$ cat src/verilog/spi_master_defines.svh
// constant values for the serial-port-as-spi-master block
// assumes inclusion by bare name from design files only
`ifndef SPI_MASTER_DEFINES_SVH
`define SPI_MASTER_DEFINES_SVH

// divisor width and reset value
`define DIV_W          12
`define DIV_RESET      12'h000
// bits per frame and index of the last edge of a frame
`define FRAME_BITS     8
`define LAST_EDGE      4'hF
// receive buffer depth (buffer plus one extra level)
`define RX_DEPTH       2'h2
// reset values of data holding registers
`define BYTE_RESET     8'h00
// idle level of the data line
`define LINE_IDLE      1'b1

`endif

$ cat src/verilog/spi_master_pkg.sv
// types shared by the serial-port-as-spi-master block
// assumes the defines header is compiled alongside
package spi_master_pkg;

    // shifter state, one-hot
    typedef enum logic [1:0] {
        ST_IDLE  = 2'b01,
        ST_SHIFT = 2'b10
    } shift_state_t;

endpackage

$ cat src/verilog/usart_master_spi_mode.sv
// serial port reused as an spi master: divisor clock, 4 modes, 8-bit frames
// assumes control bits come from same-clock logic; serial_in_pin is a pin
// How it works
// master only; clock pin driven when output
// bit clock is osc over 2(div+1)
// divisor is 12 bits from two halves
// phase and polarity pick modes 0-3
// drive and sample on opposite clock edges
// software keeps mode bits steady mid-transfer
// eight bits, msb or lsb first shared
// next frame follows directly or line idles high
// two writes make 16 bits, one completion
// software zeros divisor when enabling transmitter
// divisor register resets to zero
// software checks idle before reconfiguring
// software clears completion flag before writing
// transmitter enable takes over serial output
// optional receiver takes over serial input
// receiving happens only while transmitting
// write starts transfer; buffer feeds shifter
// software reads once per byte sent
// overflow drops newest byte, keeps older
// software sets clock pin before enabling
// both mode selects high select spi master
// frame, overrun, parity flags read zero
// completion sets when done and buffer empty
// tx disable waits; rx disable flushes
// idle clock holds polarity level
`timescale 1ns/1ns
`include "spi_master_defines.svh"

module usart_master_spi_mode (
    input  wire logic       ref_clk,
    input  wire logic       rst,
    input  wire logic       mode_select_high,
    input  wire logic       mode_select_low,
    input  wire logic       clock_pin_direction,
    input  wire logic       transmitter_enable_bit,
    input  wire logic       receiver_enable_bit,
    input  wire logic [3:0] baud_divisor_high,
    input  wire logic [7:0] baud_divisor_low,
    input  wire logic       clock_phase_bit,
    input  wire logic       clock_polarity_bit,
    input  wire logic       data_order_bit,
    input  wire logic       data_wr,
    input  wire logic [7:0] data_wdata,
    input  wire logic       data_rd,
    output logic      [7:0] data_rdata,
    input  wire logic       txc_clear,
    output logic            transmit_complete_flag,
    output logic            receive_complete_flag,
    output logic            tx_buffer_empty_flag,
    output logic            frame_error_flag,
    output logic            data_overrun_flag,
    output logic            parity_error_flag,
    input  wire logic       serial_in_pin,
    output logic            serial_out_pin,
    output logic            serial_out_oe_n,
    output logic            serial_clock_pin,
    output logic            serial_clock_oe_n
);

    // physical bit position of logical bit k for the chosen order
    function automatic logic [2:0] bit_pos(input logic [2:0] k,
                                           input logic       lsb_first);
        bit_pos = lsb_first ? k : 3'h7 - k;
    endfunction

    spi_master_pkg::shift_state_t state_ff;
    spi_master_pkg::shift_state_t nxt_state;

    logic [`DIV_W-1:0] div_ff;
    logic [`DIV_W-1:0] cnt_ff;
    logic [3:0]        edge_ff;
    logic [7:0]        tx_sr_ff;
    logic [7:0]        rx_sr_ff;
    logic [7:0]        tx_buf_ff;
    logic              tx_full_ff;
    logic              txc_ff;
    logic [7:0]        rx0_ff;
    logic [7:0]        rx1_ff;
    logic [1:0]        rx_cnt_ff;
    logic              sin_meta_ff;
    logic              sin_ff;
    logic              tx_out_ff;
    logic              sck_ff;

    wire spi_mode;
    wire tx_run;
    wire rx_run;
    wire shifting;
    wire tick;
    wire frame_end;
    wire load;
    wire buf_wr;
    wire push;
    wire pop;
    wire [2:0] rx_bit;
    wire [2:0] tx_bit;
    wire [3:0] nxt_edge;
    wire [3:0] done_edge;
    wire tx_hold;

    // spi mode select
    assign spi_mode = mode_select_high & mode_select_low;

    // tx disable waits
    // transmitter stays alive until shifter and buffer drain
    assign tx_run = spi_mode &
                    (transmitter_enable_bit | shifting | tx_full_ff);
    // receive needs transmit
    assign rx_run = spi_mode & receiver_enable_bit & tx_run;

    assign shifting = (state_ff == spi_master_pkg::ST_SHIFT);

    // half period ticks
    // >= keeps a lowered divisor from stalling the frame
    assign tick = shifting & (cnt_ff >= div_ff);
    assign frame_end = tick & (edge_ff == `LAST_EDGE);
    assign nxt_edge = edge_ff + 4'h1;

    // buffer to shifter
    assign load = tx_full_ff & (!shifting | frame_end);
    // write accepted only when transmitter enabled and buffer free
    assign buf_wr = data_wr & spi_mode & transmitter_enable_bit &
                    !tx_full_ff;

    // sample index
    // sample bit e>>1 on leading (cpha 0) or trailing (cpha 1) edge
    assign rx_bit = bit_pos(edge_ff[3:1], data_order_bit);
    // opposite edges
    // index from edges done after this clock, so data moves on the
    // setup edge itself and never on a sampling edge
    assign done_edge = tick ? nxt_edge : edge_ff;
    assign tx_bit = bit_pos(clock_phase_bit ?
                            ((done_edge == 4'h0) ? 3'h0 :
                             3'((done_edge - 4'h1) >> 1)) :
                            done_edge[3:1],
                            data_order_bit);
    // cpha 1 samples on the last edge, so the last bit stays a cycle
    assign tx_hold = frame_end & clock_phase_bit;

    wire sample_now;
    assign sample_now = tick & (edge_ff[0] == clock_phase_bit);

    // receiver takes frame at end
    assign push = frame_end & rx_run;
    assign pop  = data_rd & (rx_cnt_ff != 2'h0);

    // state step
    always_comb begin
        nxt_state = state_ff;
        unique case (state_ff)
            spi_master_pkg::ST_IDLE: begin
                if (load) begin
                    nxt_state = spi_master_pkg::ST_SHIFT;
                end
            end
            spi_master_pkg::ST_SHIFT: begin
                // back to back
                if (frame_end & !tx_full_ff) begin
                    nxt_state = spi_master_pkg::ST_IDLE;
                end
            end
            default: nxt_state = spi_master_pkg::ST_IDLE;
        endcase
    end

    always_ff @(posedge ref_clk or posedge rst) begin
        if (rst) begin
            state_ff <= spi_master_pkg::ST_IDLE;
        end else if (!spi_mode) begin
            state_ff <= spi_master_pkg::ST_IDLE;
        end else begin
            state_ff <= nxt_state;
        end
    end

    // divisor reset zero
    // twelve bit divisor
    always_ff @(posedge ref_clk or posedge rst) begin
        if (rst) begin
            div_ff <= `DIV_RESET;
        end else begin
            div_ff <= {baud_divisor_high, baud_divisor_low};
        end
    end

    // baud counter
    always_ff @(posedge ref_clk or posedge rst) begin
        if (rst) begin
            cnt_ff <= `DIV_RESET;
        end else if (!shifting | tick) begin
            cnt_ff <= `DIV_RESET;
        end else begin
            cnt_ff <= cnt_ff + 12'h001;
        end
    end

    // edge counter
    // sixteen edges make one eight bit frame
    always_ff @(posedge ref_clk or posedge rst) begin
        if (rst) begin
            edge_ff <= 4'h0;
        end else if (!shifting | load) begin
            edge_ff <= 4'h0;
        end else if (tick) begin
            edge_ff <= nxt_edge;
        end
    end

    // transmit buffer
    always_ff @(posedge ref_clk or posedge rst) begin
        if (rst) begin
            tx_buf_ff  <= `BYTE_RESET;
            tx_full_ff <= 1'b0;
        end else if (!spi_mode) begin
            tx_full_ff <= 1'b0;
        end else if (buf_wr) begin
            tx_buf_ff  <= data_wdata;
            tx_full_ff <= 1'b1;
        end else if (load) begin
            tx_full_ff <= 1'b0;
        end
    end

    // shift registers
    always_ff @(posedge ref_clk or posedge rst) begin
        if (rst) begin
            tx_sr_ff <= `BYTE_RESET;
            rx_sr_ff <= `BYTE_RESET;
        end else begin
            if (load) begin
                tx_sr_ff <= tx_buf_ff;
            end
            if (sample_now) begin
                rx_sr_ff[rx_bit] <= sin_ff;
            end
        end
    end

    // completion flag
    // one completion per pair
    // the set beats a clear arriving in the same cycle
    always_ff @(posedge ref_clk or posedge rst) begin
        if (rst) begin
            txc_ff <= 1'b0;
        end else if (frame_end & !tx_full_ff) begin
            txc_ff <= 1'b1;
        end else if (txc_clear) begin
            txc_ff <= 1'b0;
        end
    end

    // overflow drops newest
    // rx flush
    // with cpha 1 the last bit of the frame is taken from the sampler directly
    wire [7:0] rx_word;
    assign rx_word = sample_now ?
                     (rx_sr_ff & ~(8'h01 << rx_bit)) |
                     (8'({7'h00, sin_ff}) << rx_bit) :
                     rx_sr_ff;

    always_ff @(posedge ref_clk or posedge rst) begin
        if (rst) begin
            rx0_ff    <= `BYTE_RESET;
            rx1_ff    <= `BYTE_RESET;
            rx_cnt_ff <= 2'h0;
        end else if (!(spi_mode & receiver_enable_bit)) begin
            rx_cnt_ff <= 2'h0;
        end else begin
            unique case ({push & (rx_cnt_ff != `RX_DEPTH | pop), pop})
                2'b10: begin
                    if (rx_cnt_ff == 2'h0) begin
                        rx0_ff <= rx_word;
                    end else begin
                        rx1_ff <= rx_word;
                    end
                    rx_cnt_ff <= rx_cnt_ff + 2'h1;
                end
                2'b01: begin
                    rx0_ff    <= rx1_ff;
                    rx_cnt_ff <= rx_cnt_ff - 2'h1;
                end
                2'b11: begin
                    if (rx_cnt_ff == 2'h1) begin
                        rx0_ff <= rx_word;
                    end else begin
                        rx0_ff <= rx1_ff;
                        rx1_ff <= rx_word;
                    end
                end
                default: begin
                end
            endcase
        end
    end

    // input pin synchroniser, first stage read only by second
    always_ff @(posedge ref_clk or posedge rst) begin
        if (rst) begin
            sin_meta_ff <= 1'b0;
            sin_ff      <= 1'b0;
        end else begin
            sin_meta_ff <= serial_in_pin;
            sin_ff      <= sin_meta_ff;
        end
    end

    // idle high line
    // idle clock level
    always_ff @(posedge ref_clk or posedge rst) begin
        if (rst) begin
            tx_out_ff <= `LINE_IDLE;
            sck_ff    <= 1'b0;
        end else begin
            tx_out_ff <= tx_hold ? tx_out_ff :
                         (nxt_state == spi_master_pkg::ST_SHIFT &
                          spi_mode) ?
                         (load ? tx_buf_ff[bit_pos(3'h0, data_order_bit)] :
                          tx_sr_ff[tx_bit]) :
                         `LINE_IDLE;
            sck_ff    <= clock_polarity_bit ^
                         (shifting & !load & (tick ? nxt_edge[0] :
                                              edge_ff[0]));
        end
    end

    // pins and flags
    assign serial_out_pin    = tx_out_ff;
    assign serial_clock_pin  = sck_ff;
    // output takeover
    assign serial_out_oe_n   = !tx_run;
    // clock pin drive
    assign serial_clock_oe_n = !(spi_mode & clock_pin_direction);
    assign data_rdata        = rx0_ff;
    assign receive_complete_flag  = (rx_cnt_ff != 2'h0);
    assign transmit_complete_flag = txc_ff;
    assign tx_buffer_empty_flag   = !tx_full_ff;
    // unused error flags
    assign frame_error_flag  = 1'b0;
    assign data_overrun_flag = 1'b0;
    assign parity_error_flag = 1'b0;
endmodule

$ cat config.mk
export PLATFORM = sky130hd
export DESIGN_NAME = usart_master_spi_mode
export DESIGN_NICKNAME = d
export VERILOG_FILES = /design/src/verilog/spi_master_pkg.sv /design/src/verilog/usart_master_spi_mode.sv
export VERILOG_INCLUDE_DIRS = /design/src /design/src/verilog
export SDC_FILE = /design/constraint.sdc
export NUM_CORES = 1
export LEC_CHECK = 0
export ABC_AREA = 1
export BUFFER_PORTS_ARGS = -buffer_cell sky130_fd_sc_hd__buf_2
export CAP_MARGIN = 15
export CORE_ASPECT_RATIO = 0.9
export CORE_MARGIN = 2
export CORE_UTILIZATION = 44
export DETAILED_ROUTE_END_ITERATION = 7
export PLACE_DENSITY = 0.66
export SLEW_MARGIN = 20
export SYNTH_ARGS = -nofsm -noshare
export SYNTH_HDL_FRONTEND = slang
export SYNTH_SLANG_ARGS = --single-unit
$ cat constraint.sdc
create_clock -name ref_clk -period 2.75 [get_ports ref_clk]
set_input_delay 0.55 -clock ref_clk [delete_from_list [all_inputs] [get_ports ref_clk]]
set_output_delay 0.55 -clock ref_clk [all_outputs]
set_load 0.005 [all_outputs]
==> flow_summary.ini, run 1 <==
[worst_hold_path]
hp-class = input pin to async pin

[critical_path]
r2r-start = cnt_ff[11]$_DFF_PP0_
required_ns = 3.03
crit_end = serial_out_pin$_DFFE_PP1N_
startpoint = cnt_ff[11]$_DFF_PP0_
rr_endpoint = serial_out_pin$_DFFE_PP1N_
cp_max_fo = 4
r2r_slack_ns = -0.04
arrival_ns = 3.07
worstSetupPathType = flop to flop
ff2ff_path_depth = 22
endpoint_kind = flop
start_kind = flop
crit_slowest_cell = dfrtp_1
cpPeakStageDelay_ns = 0.42
cp_cell_sequence = ha_4, nand2_4, nor2_4, nand2_2, nor2_1, nand2_1, nand2_2, buf_6, buf_4, buf_4, buf_4, nand3_1, nand2_2, nand3_4, nand2_2, nand2_4, buf_4, nand3_1, nand3_2, nand3_2, nand3_2, a21oi_2

[power]
power_mw = 2.67
p_leak_nw = 2.70
clkPwrFrac = 0.387
swShare = 0.238
p_sw_mw = 0.634
p_seq_frac = 0.487
p_int_mw = 2.03
power-per-cell-area_mw_per_mm2 = 515
ir_worst_vdd_uv = 363
p_comb_frac = 0.126

[sta]
grt_setup_unrepaired = true
slew_headroom = 0.548
finalHoldViolations = 0
hold_slack_ns = 0.302
setup_ws_ns = -0.0357
timing.final.crit_share = 1.01
finalSetupViolCount = 6
tightest_slew_ns = 0.677
min_period_ns = 2.79
final-max-slew-violation-count = 0
fmax_mhz = 359
finalClockSkew_ns = 0.00944

[logic_synthesis]
postSynthAreaPerCell_sq_um = 8.73
yosys.area_share.simple = 0.203
synth_edf_count = 0
synth_warnings = 0
synthFlopType = dfrtp_1
synth_area_leader_cell = dfrtp_1
synth_top_family_by_area = simple AND/OR/NAND/NOR gates
synth_area_leaders = dfrtp_1, nand2_1, inv_1
synth_cell_types = 33
synth_fa_ha_area_frac = 0.0629
ys_ff_latch = 78
synth_area_sq_mm = 0.00398
synth.top_cell.area_share = 0.478
synth_compound_area_frac = 0.0915
synthXorXnorAreaFrac = 0.0264
syn_inst = 456
async_flop_share = 1.00
yosys-mux-area-fraction = 0.0349
ys_seq_area_frac = 0.491

[drt]
vias = 3243
drt.antenna.violating_nets = 0
vias_per_cell = 4.82
drt_iter0_drc = 78
drc = 0
routed_wl_microns = 8140
dr.pass1.iters = 4
wl_per_cell_microns = 12.1

[run_status]
outcome = complete, but fails checks
violations = negative setup slack

[global_routing]
antenna_found_initial = 0
grt_start_max_net_pins = 32
first_global_vias = 3095
grt_overflow = 0
grt_pass1_wl_microns = 13500
grt_usage = 0.172

[floorplanning]
fp.coreArea_sq_mm = 0.00869
rows = 32
ios = 52
die_area_sq_mm = 0.00983
start_util = 0.458
die_h_microns = 94.2
fp.dieW_microns = 104

[placed_design]
io_buffers = 48
placement.cell_area_sq_mm = 0.00453
dp_hpwl_microns = 5660
place_inst = 640
place_ws_ns = -0.234
place_congestion = 0.860

[finish]
area_growth_pct = 30.1
drive_gt1_frac = 0.309
nNetsFinal = 603
final_common_cell = nand2_1
mostFrequentLayoutCells = nand2_1, dfrtp_1, inv_1
instances_no_fill = 673
diodes = 0
stdcell_area_sq_mm = 0.00518

[cts]
cts-buffers-inserted = 9
tritoncts = yes
clock_sinks = 78
cts_buffer_depth = 2
htreeDepth = 3
holdBufCountCts = 0
clk-insertion-delay-late_ns = 0.34
cts_root_buffer = clkbuf_8
clk_pin_slew_ns = 0.08

[flow_run]
cap_viol_max_count = 0
## metal layers
metal | up-vias | global-route usage | routed length (microns)
li1 | 1629 | - | -
met1 | 1522 | 0.225 | 3780
met2 | 77 | 0.283 | 3880
met3 | 15 | 0.0409 | 376
met4 | 0 | 0.0586 | 101
met5 | - | 0 | 0
## layout make-up
type | instances | area, sq um
timing repair buffer | 91 | 617
fill | 776 | 3510
clock inverter | 4 | 95.1
multi-input combinational | 292 | 1930
tap | 119 | 149
inverter | 77 | 289
clock buffer | 12 | 145
sequential | 78 | 1950
## power groups by stage
stage	logic, mW	clock network [mW]	registers (mW)
floorplan	0.194	0	1.32
global placement	0.292	0	1.32
detailed placement	0.304	0	1.32
CTS	0.323	1.06	1.30
global route	0.382	1.11	1.32
finish	0.336	1.03	1.30
## through the flow
step / setup TNS [ns] / util
after floorplan: 0 / -
after global placement: -0.0861 / 0.521
after detailed placement: -0.234 / 0.521
after CTS: -0.0486 / 0.566
after global routing: -1.87 / 0.596
final: -0.0606 / 0.596
## cells by family (layout without fill, tap and decap cells)
group,count (synthesis),after routing
simple gates,186,186
buf+inv,88,184
flops,78,78
compound gates,58,58
fa+ha+maj,20,20
mux,13,13
xor+xnor,12,12
other cells,1,3
## state kept, by name, summed over array words and instances, names as in the netlist
signal / count
rx1_ff: 8
rx_sr_ff: 8
rx_cnt_ff: 2
edge_ff: 4
serial_out_pin: 1
tx_full_ff: 1
transmit_complete_flag: 1
div_ff: 12
state_ff: 2
data_rdata: 8
cnt_ff: 12
sin_ff: 1
serial_clock_pin: 1
sin_meta_ff: 1
tx_sr_ff: 8
tx_buf_ff: 8
## synth_stat cells, types with 4 or more instances
library cell  number
xor2_1             8
o21a_1             8
inv_1             77
mux2i_1            6
dfrtp_1           76
clkbuf_1           4
nor3_1             5
o211ai_1          10
o21ai_0           22
nand2_1           96
xnor2_1            4
mux2_2             7
a21oi_1           10
nor2_1            33
buf_4              4
nand3_1           39
ha_1              20
## critical path: cells and delay by family, from the launching register on
family	cells	cell delay, ns
fa+ha+maj	1	0.29
buf+inv	5	0.53
simple gates	15	1.35
flops	1	0.42
compound gates	1	0.12
## worst min-delay path by stage
| stage | start | endpoint | slack [ns] | cells past startpoint |
|---|---|---|---|---|
| after floorplan | sin_meta_ff$_DFF_PP0_ | sin_ff$_DFF_PP0_ | 0.33 | 0 |
| final | rst | div_ff[0]$_DFF_PP0_ | 0.30 | 2 |
| after global routing | baud_divisor_low[4] | div_ff[4]$_DFF_PP0_ | 0.29 | 1 |
| after global placement | sin_meta_ff$_DFF_PP0_ | sin_ff$_DFF_PP0_ | 0.34 | 0 |
| after CTS | baud_divisor_low[4] | div_ff[4]$_DFF_PP0_ | 0.29 | 1 |
| after detailed placement | sin_meta_ff$_DFF_PP0_ | sin_ff$_DFF_PP0_ | 0.34 | 0 |
## repair_timing
item                                    4_1_cts  5_1_grt
endpoints found under the setup margin        1       29
resized for setup                            17       43
pin swaps                                    20       27
setup buffers                                 9        8
cloned                                        0        1
(Power assumes the default switching activity.)
==> inputs of run 2 (changes only) <==
- RECOVER_POWER: not set -> 100
- SETUP_SLACK_MARGIN: not set -> 0.2
==> run 2 against run 1 <==
  * The run still ends with negative setup slack left
  * Sequential share of layout area rose by 1.4 points
  * Largest power group unchanged
  * Sequential power barely moved
  * Count of clock-buffer cells in the layout fell by 2
  * Critical path type unchanged
  * Cell count fell by 1.8%
  * Routed wire length fell by 1.7%
  * Total power fell by 0.36%
==> flow_summary.ini, run 2 (synthesis gave the netlist of run 1 again) <==
[sta]
timing.final.crit_share = 1.01
fmax_mhz = 358
finalSetupViolCount = 1
finalClockSkew_ns = 0.00820
final-max-slew-violation-count = 0
finalHoldViolations = 0
grt_setup_unrepaired = true
setup_ws_ns = -0.0410
slew_headroom = 0.133
tightest_slew_ns = 1.29
min_period_ns = 2.79

[finish]
area_growth_pct = 25.5
nNetsFinal = 591
stdcell_area_sq_mm = 0.00499
diodes = 0
largest_registers = cnt_ff x12, div_ff x12
final_common_cell = nand2_1
num-fill-cells = 770
drive_gt1_frac = 0.262
mostFrequentLayoutCells = nand2_1, dfrtp_1, inv_1
instances_no_fill = 661

[placed_design]
io_buffers = 48
dp_hpwl_microns = 5590
placement.cell_area_sq_mm = 0.00452
place_congestion = 0.870
place_inst = 635

[global_routing]
grt_pass1_wl_microns = 14000
antenna_found_initial = 0
grt_usage = 0.180
grt_start_max_net_pins = 49
grt_overflow = 0
first_global_vias = 3106

[cts]
cts_buffer_depth = 2
cts_root_buffer = clkbuf_8
clk-insertion-delay-late_ns = 0.36
tritoncts = yes
cts-buffers-inserted = 9
clk_pin_slew_ns = 0.08
clock_sinks = 78
holdBufCountCts = 0
htreeDepth = 3

[drt]
routed_wl_microns = 8000
vias_per_cell = 4.79
dr.pass1.iters = 4
drt_iter0_drc = 154
drt.antenna.violating_nets = 0
wl_per_cell_microns = 12.1
vias = 3168
drc = 0

[critical_path]
r2r_slack_ns = -0.04
start_kind = flop
arrival_ns = 3.09
worstSetupPathType = flop to flop
required_ns = 3.05
endpoint_kind = flop
cp_max_fo = 4

[floorplanning]
start_util = 0.458
fp.coreArea_sq_mm = 0.00869
fp.dieW_microns = 104
ios = 52
die_area_sq_mm = 0.00983
rows = 32
die_h_microns = 94.2

[flow_run]
cap_viol_max_count = 0

[worst_hold_path]
hp-class = input pin to flop

[run_status]
violations = negative setup slack
outcome = complete, but fails checks

[power]
ir_worst_vdd_uv = 323
p_leak_nw = 2.58
power-per-cell-area_mw_per_mm2 = 532
==> run 2: through the flow <==
stage	hold WS, ns	TNS [ns]	util	total power, mW	worst slack, ns
after CTS	0.220	-0.0237	0.558	2.66	-0.0237
final	0.291	-0.0410	0.575	2.66	-0.0410
after detailed placement	0.339	-0.0703	0.521	1.63	-0.0703
after floorplan	0.331	0	-	1.51	0.0467
after global placement	0.340	0	0.521	1.61	0.00672
after global routing	0.276	-1.19	0.575	2.80	-0.228
==> run 2: area by class of cell <==
cell class	count	area, sq um	area share
Inverter	77	290	0.0581
Sequential cell	78	1950	0.391
Timing Repair Buffer	78	483	0.0967
Tap cell	119	149	0.0298
Clock buffer	10	128	0.0256
Multi-Input combinational cell	293	1880	0.377
Clock inverter	6	110	0.0220
==> run 2: power by group <==
group	internal [mW]	total [mW]	leakage (nW)	switching, mW
combinational	0.142	0.330	1.46	0.188
clock	0.601	1.03	0.112	0.425
sequential	1.25	1.30	1.01	0.0476
total	2.00	2.66	2.58	0.660
==> run 2: path summary, 6_finish.rpt <==
check | start | cells past startpoint | to
min in group asynchronous | rst | 2 | rx_sr_ff[0]$_DFFE_PP0P_
min reg2reg | sin_meta_ff$_DFF_PP0_ | 0 | sin_ff$_DFF_PP0_
min | baud_divisor_low[6] | 1 | div_ff[6]$_DFF_PP0_
max reg2reg | cnt_ff[11]$_DFF_PP0_ | 20 | serial_out_pin$_DFFE_PP1N_
max in group asynchronous | rst | 3 | tx_sr_ff[2]$_DFFE_PP0P_
max | cnt_ff[11]$_DFF_PP0_ | 20 | serial_out_pin$_DFFE_PP1N_
==> run 2: timing repair <==
action,CTS,global route
resized for setup,8,38
buffers inserted,6,3
pin swaps,16,28
cloned,1,0
setup endpoints to repair,17,41
==> run 2: per-layer routing <==
| layer | wire [microns] | global-route usage | vias up |
|---|---|---|---|
| met2 | 3850 | 0.304 | 63 |
| met1 | 3710 | 0.222 | 1494 |
| met4 | 104 | 0.0698 | 0 |
| met3 | 342 | 0.0458 | 8 |
| li1 | - | - | 1603 |
| met5 | 0 | 0 | - |
==> run 2: critical path: stages, from the launching register on <==
cell and delay [ns]:
dfrtp_1 0.38, ha_1 0.29, nand2_1 0.08, nor2_2 0.10, nand2_1 0.07, nor2_1 0.11, nor2_2 0.06, nand2_2 0.10
nand2_4 0.07, xor2_2 0.17, ha_1 0.29, or2_4 0.26, nand2_4 0.08, nand2_4 0.05, nand2_4 0.08, nand2_4 0.08
nand2_2 0.07, nand3_2 0.07, nand3_2 0.09, nand3_2 0.08, a21oi_2 0.13
==> inputs of run 3 (changes only) <==
==> constraint.sdc (replaced) <==
create_clock -name ref_clk -period 2.75 [get_ports ref_clk]
set_input_delay 0.1375 -clock ref_clk [delete_from_list [all_inputs] [get_ports ref_clk]]
set_output_delay 0.1375 -clock ref_clk [all_outputs]
set_load 0.005 [all_outputs]
==> run 3 against run 2 <==
  * Worst setup slack improved by 0.034 ns
  * Non-clock buffer count rose by 36
  * Largest cell class unchanged
  * Clock skew rose by 0.0016 ns
  * Hold slack got worse by 0.28 ns
  * Clock power fell by 19%
  * Flip-flop and latch count did not move
  * The flow still finishes with violations (negative setup slack)
  * Combinational power rose by 3%
  * Cell area rose by 6.5%
  * Utilization rose by 3.7 points
==> flow_summary.ini, run 3 (synthesis gave the netlist of run 1 again) <==
[run_status]
outcome = complete, but fails checks
violations = negative setup slack

[sta]
slew_headroom = 0.215
grt_setup_unrepaired = true
finalSetupViolCount = 1
final-max-slew-violation-count = 0
timing.final.crit_share = 1.00
finalClockSkew_ns = 0.00984
finalHoldViolations = 0
setup_tns_ns = -0.00736
setup_ws_ns = -0.00736
min_period_ns = 2.76
hold_slack_ns = 0.0124
fmax_mhz = 363
tightest_slew_ns = 1.18

[finish]
largest_registers = cnt_ff x12, div_ff x12
num-fill-cells = 748
final_common_cell = nand2_1
instances_no_fill = 697
drive_gt1_frac = 0.263
diodes = 0
mostFrequentLayoutCells = nand2_1, dfrtp_1, inv_1
nNetsFinal = 627
area_growth_pct = 33.6
multi_input_area_sq_mm = 0.00193
final-seq-area_sq_mm = 0.00195

[global_routing]
grt_pass1_wl_microns = 14300
grt_usage = 0.183
first_global_vias = 3399
grt_overflow = 0
grt_start_max_net_pins = 60
antenna_found_initial = 0

[cts]
htreeDepth = 3
cts-buffers-inserted = 9
clk_pin_slew_ns = 0.09
clock_sinks = 78
clk-insertion-delay-late_ns = 0.36
tritoncts = yes
cts_buffer_depth = 2
cts_root_buffer = clkbuf_8

[floorplanning]
fp.dieW_microns = 104
start_util = 0.458
rows = 32
ios = 52
fp.coreArea_sq_mm = 0.00869
die_h_microns = 94.2
die_area_sq_mm = 0.00983

[critical_path]
crit_slowest_cell = dfrtp_1
critPathBufInv = 1
required_ns = 3.04
cpLargestDelayFamily = simple AND/OR/NAND/NOR gates
cp_cell_sequence = ha_1, a21oi_2, nor2_2, nor2_2, nand2_2, nand2_4, xor2_4, ha_4, or2_4, nand2_4, nand2_4, nand2_4, buf_4, nand3_1, nand3_1, nand3_1, nand3_1, a21oi_1
start_kind = flop
arrival_ns = 3.04
cpPeakStageDelay_ns = 0.42
cp_max_fo = 4
worstSetupPathType = flop to flop
endpoint_kind = flop

[drt]
drt_iter0_drc = 81
wl_per_cell_microns = 12.2
drc = 0
drt.antenna.violating_nets = 0
vias = 3304
dr.pass1.iters = 4
vias_per_cell = 4.74
routed_wl_microns = 8480

[worst_hold_path]
hp-class = input pin to flop

[power]
power_mw = 2.48
power-per-cell-area_mw_per_mm2 = 466
ir_worst_vdd_uv = 412
p_leak_nw = 2.73

[placed_design]
dp_hpwl_microns = 5580
place_ws_ns = -0.103
place_congestion = 0.905
io_buffers = 48
place_inst = 637

[flow_run]
cap_viol_max_count = 0
-- run 3: cell types whose count changed in the layout (fill, tap and decap cells not counted), moves of 4 or more --
cell and delta:
buf_4 +11, dlygate4sd3_1 +22, nand3_2 -9, nand3_1 +8
clkbuf_1 +4
-- run 3: power by group --
| part | switching [mW] | total [mW] | internal (mW) | leakage (nW) |
|---|---|---|---|---|
| sequential | 0.0477 | 1.30 | 1.25 | 1.01 |
| clock | 0.453 | 0.838 | 0.385 | 0.0926 |
| combinational | 0.178 | 0.340 | 0.162 | 1.62 |
| total | 0.679 | 2.48 | 1.80 | 2.73 |
-- run 3: worst paths after layout --
| path | startpoint | to | slack [ns] | cells after the start |
|---|---|---|---|---|
| worst max-delay path | cnt_ff[5]$_DFF_PP0_ | serial_out_pin$_DFFE_PP1N_ | -0.007 | 18 |
| worst min-delay path | data_wdata[1] | tx_buf_ff[1]$_DFFE_PP0P_ | 0.01 | 2 |
| worst max register to register | cnt_ff[5]$_DFF_PP0_ | serial_out_pin$_DFFE_PP1N_ | -0.007 | 18 |
| worst min register to register | sin_meta_ff$_DFF_PP0_ | sin_ff$_DFF_PP0_ | 0.37 | 0 |
| max in group asynchronous | rst | rx1_ff[6]$_DFFE_PP0P_ | 0.90 | 4 |
| min in group asynchronous | rst | rx_sr_ff[1]$_DFFE_PP0P_ | 0.62 | 3 |
-- run 3: metal layers --
| metal | routed length [microns] | vias up | GRT usage |
|---|---|---|---|
| met2 | 4090 | 69 | 0.322 |
| met1 | 3880 | 1541 | 0.213 |
| met5 | 0 | - | 0 |
| met4 | 164 | 0 | 0.0755 |
| met3 | 343 | 15 | 0.0465 |
| li1 | - | 1679 | - |
-- run 3: cell type report --
class / instances / share of cell area
Clock buffer: 11 / 0.0285
Multi-Input combinational cell: 293 / 0.362
Timing Repair Buffer: 114 / 0.152
Clock inverter: 5 / 0.00776
Inverter: 77 / 0.0543
Sequential cell: 78 / 0.367
Tap cell: 119 / 0.0280
-- run 3: through the flow --
stage                     instance area (sq um)  utilization
after floorplan                            4020            -
after global placement                     4540        0.522
after detailed placement                   4540        0.522
after CTS                                  5100        0.588
after global routing                       5320        0.612
final                                      5320        0.612
-- run 3: timing repair --
item,in CTS,in global routing
hold endpoints to repair,21,57
hold buffers,21,1
setup buffers,14,7
cloned,1,0
gates resized for setup,9,45
pin swaps,18,23
setup endpoints to repair,18,51
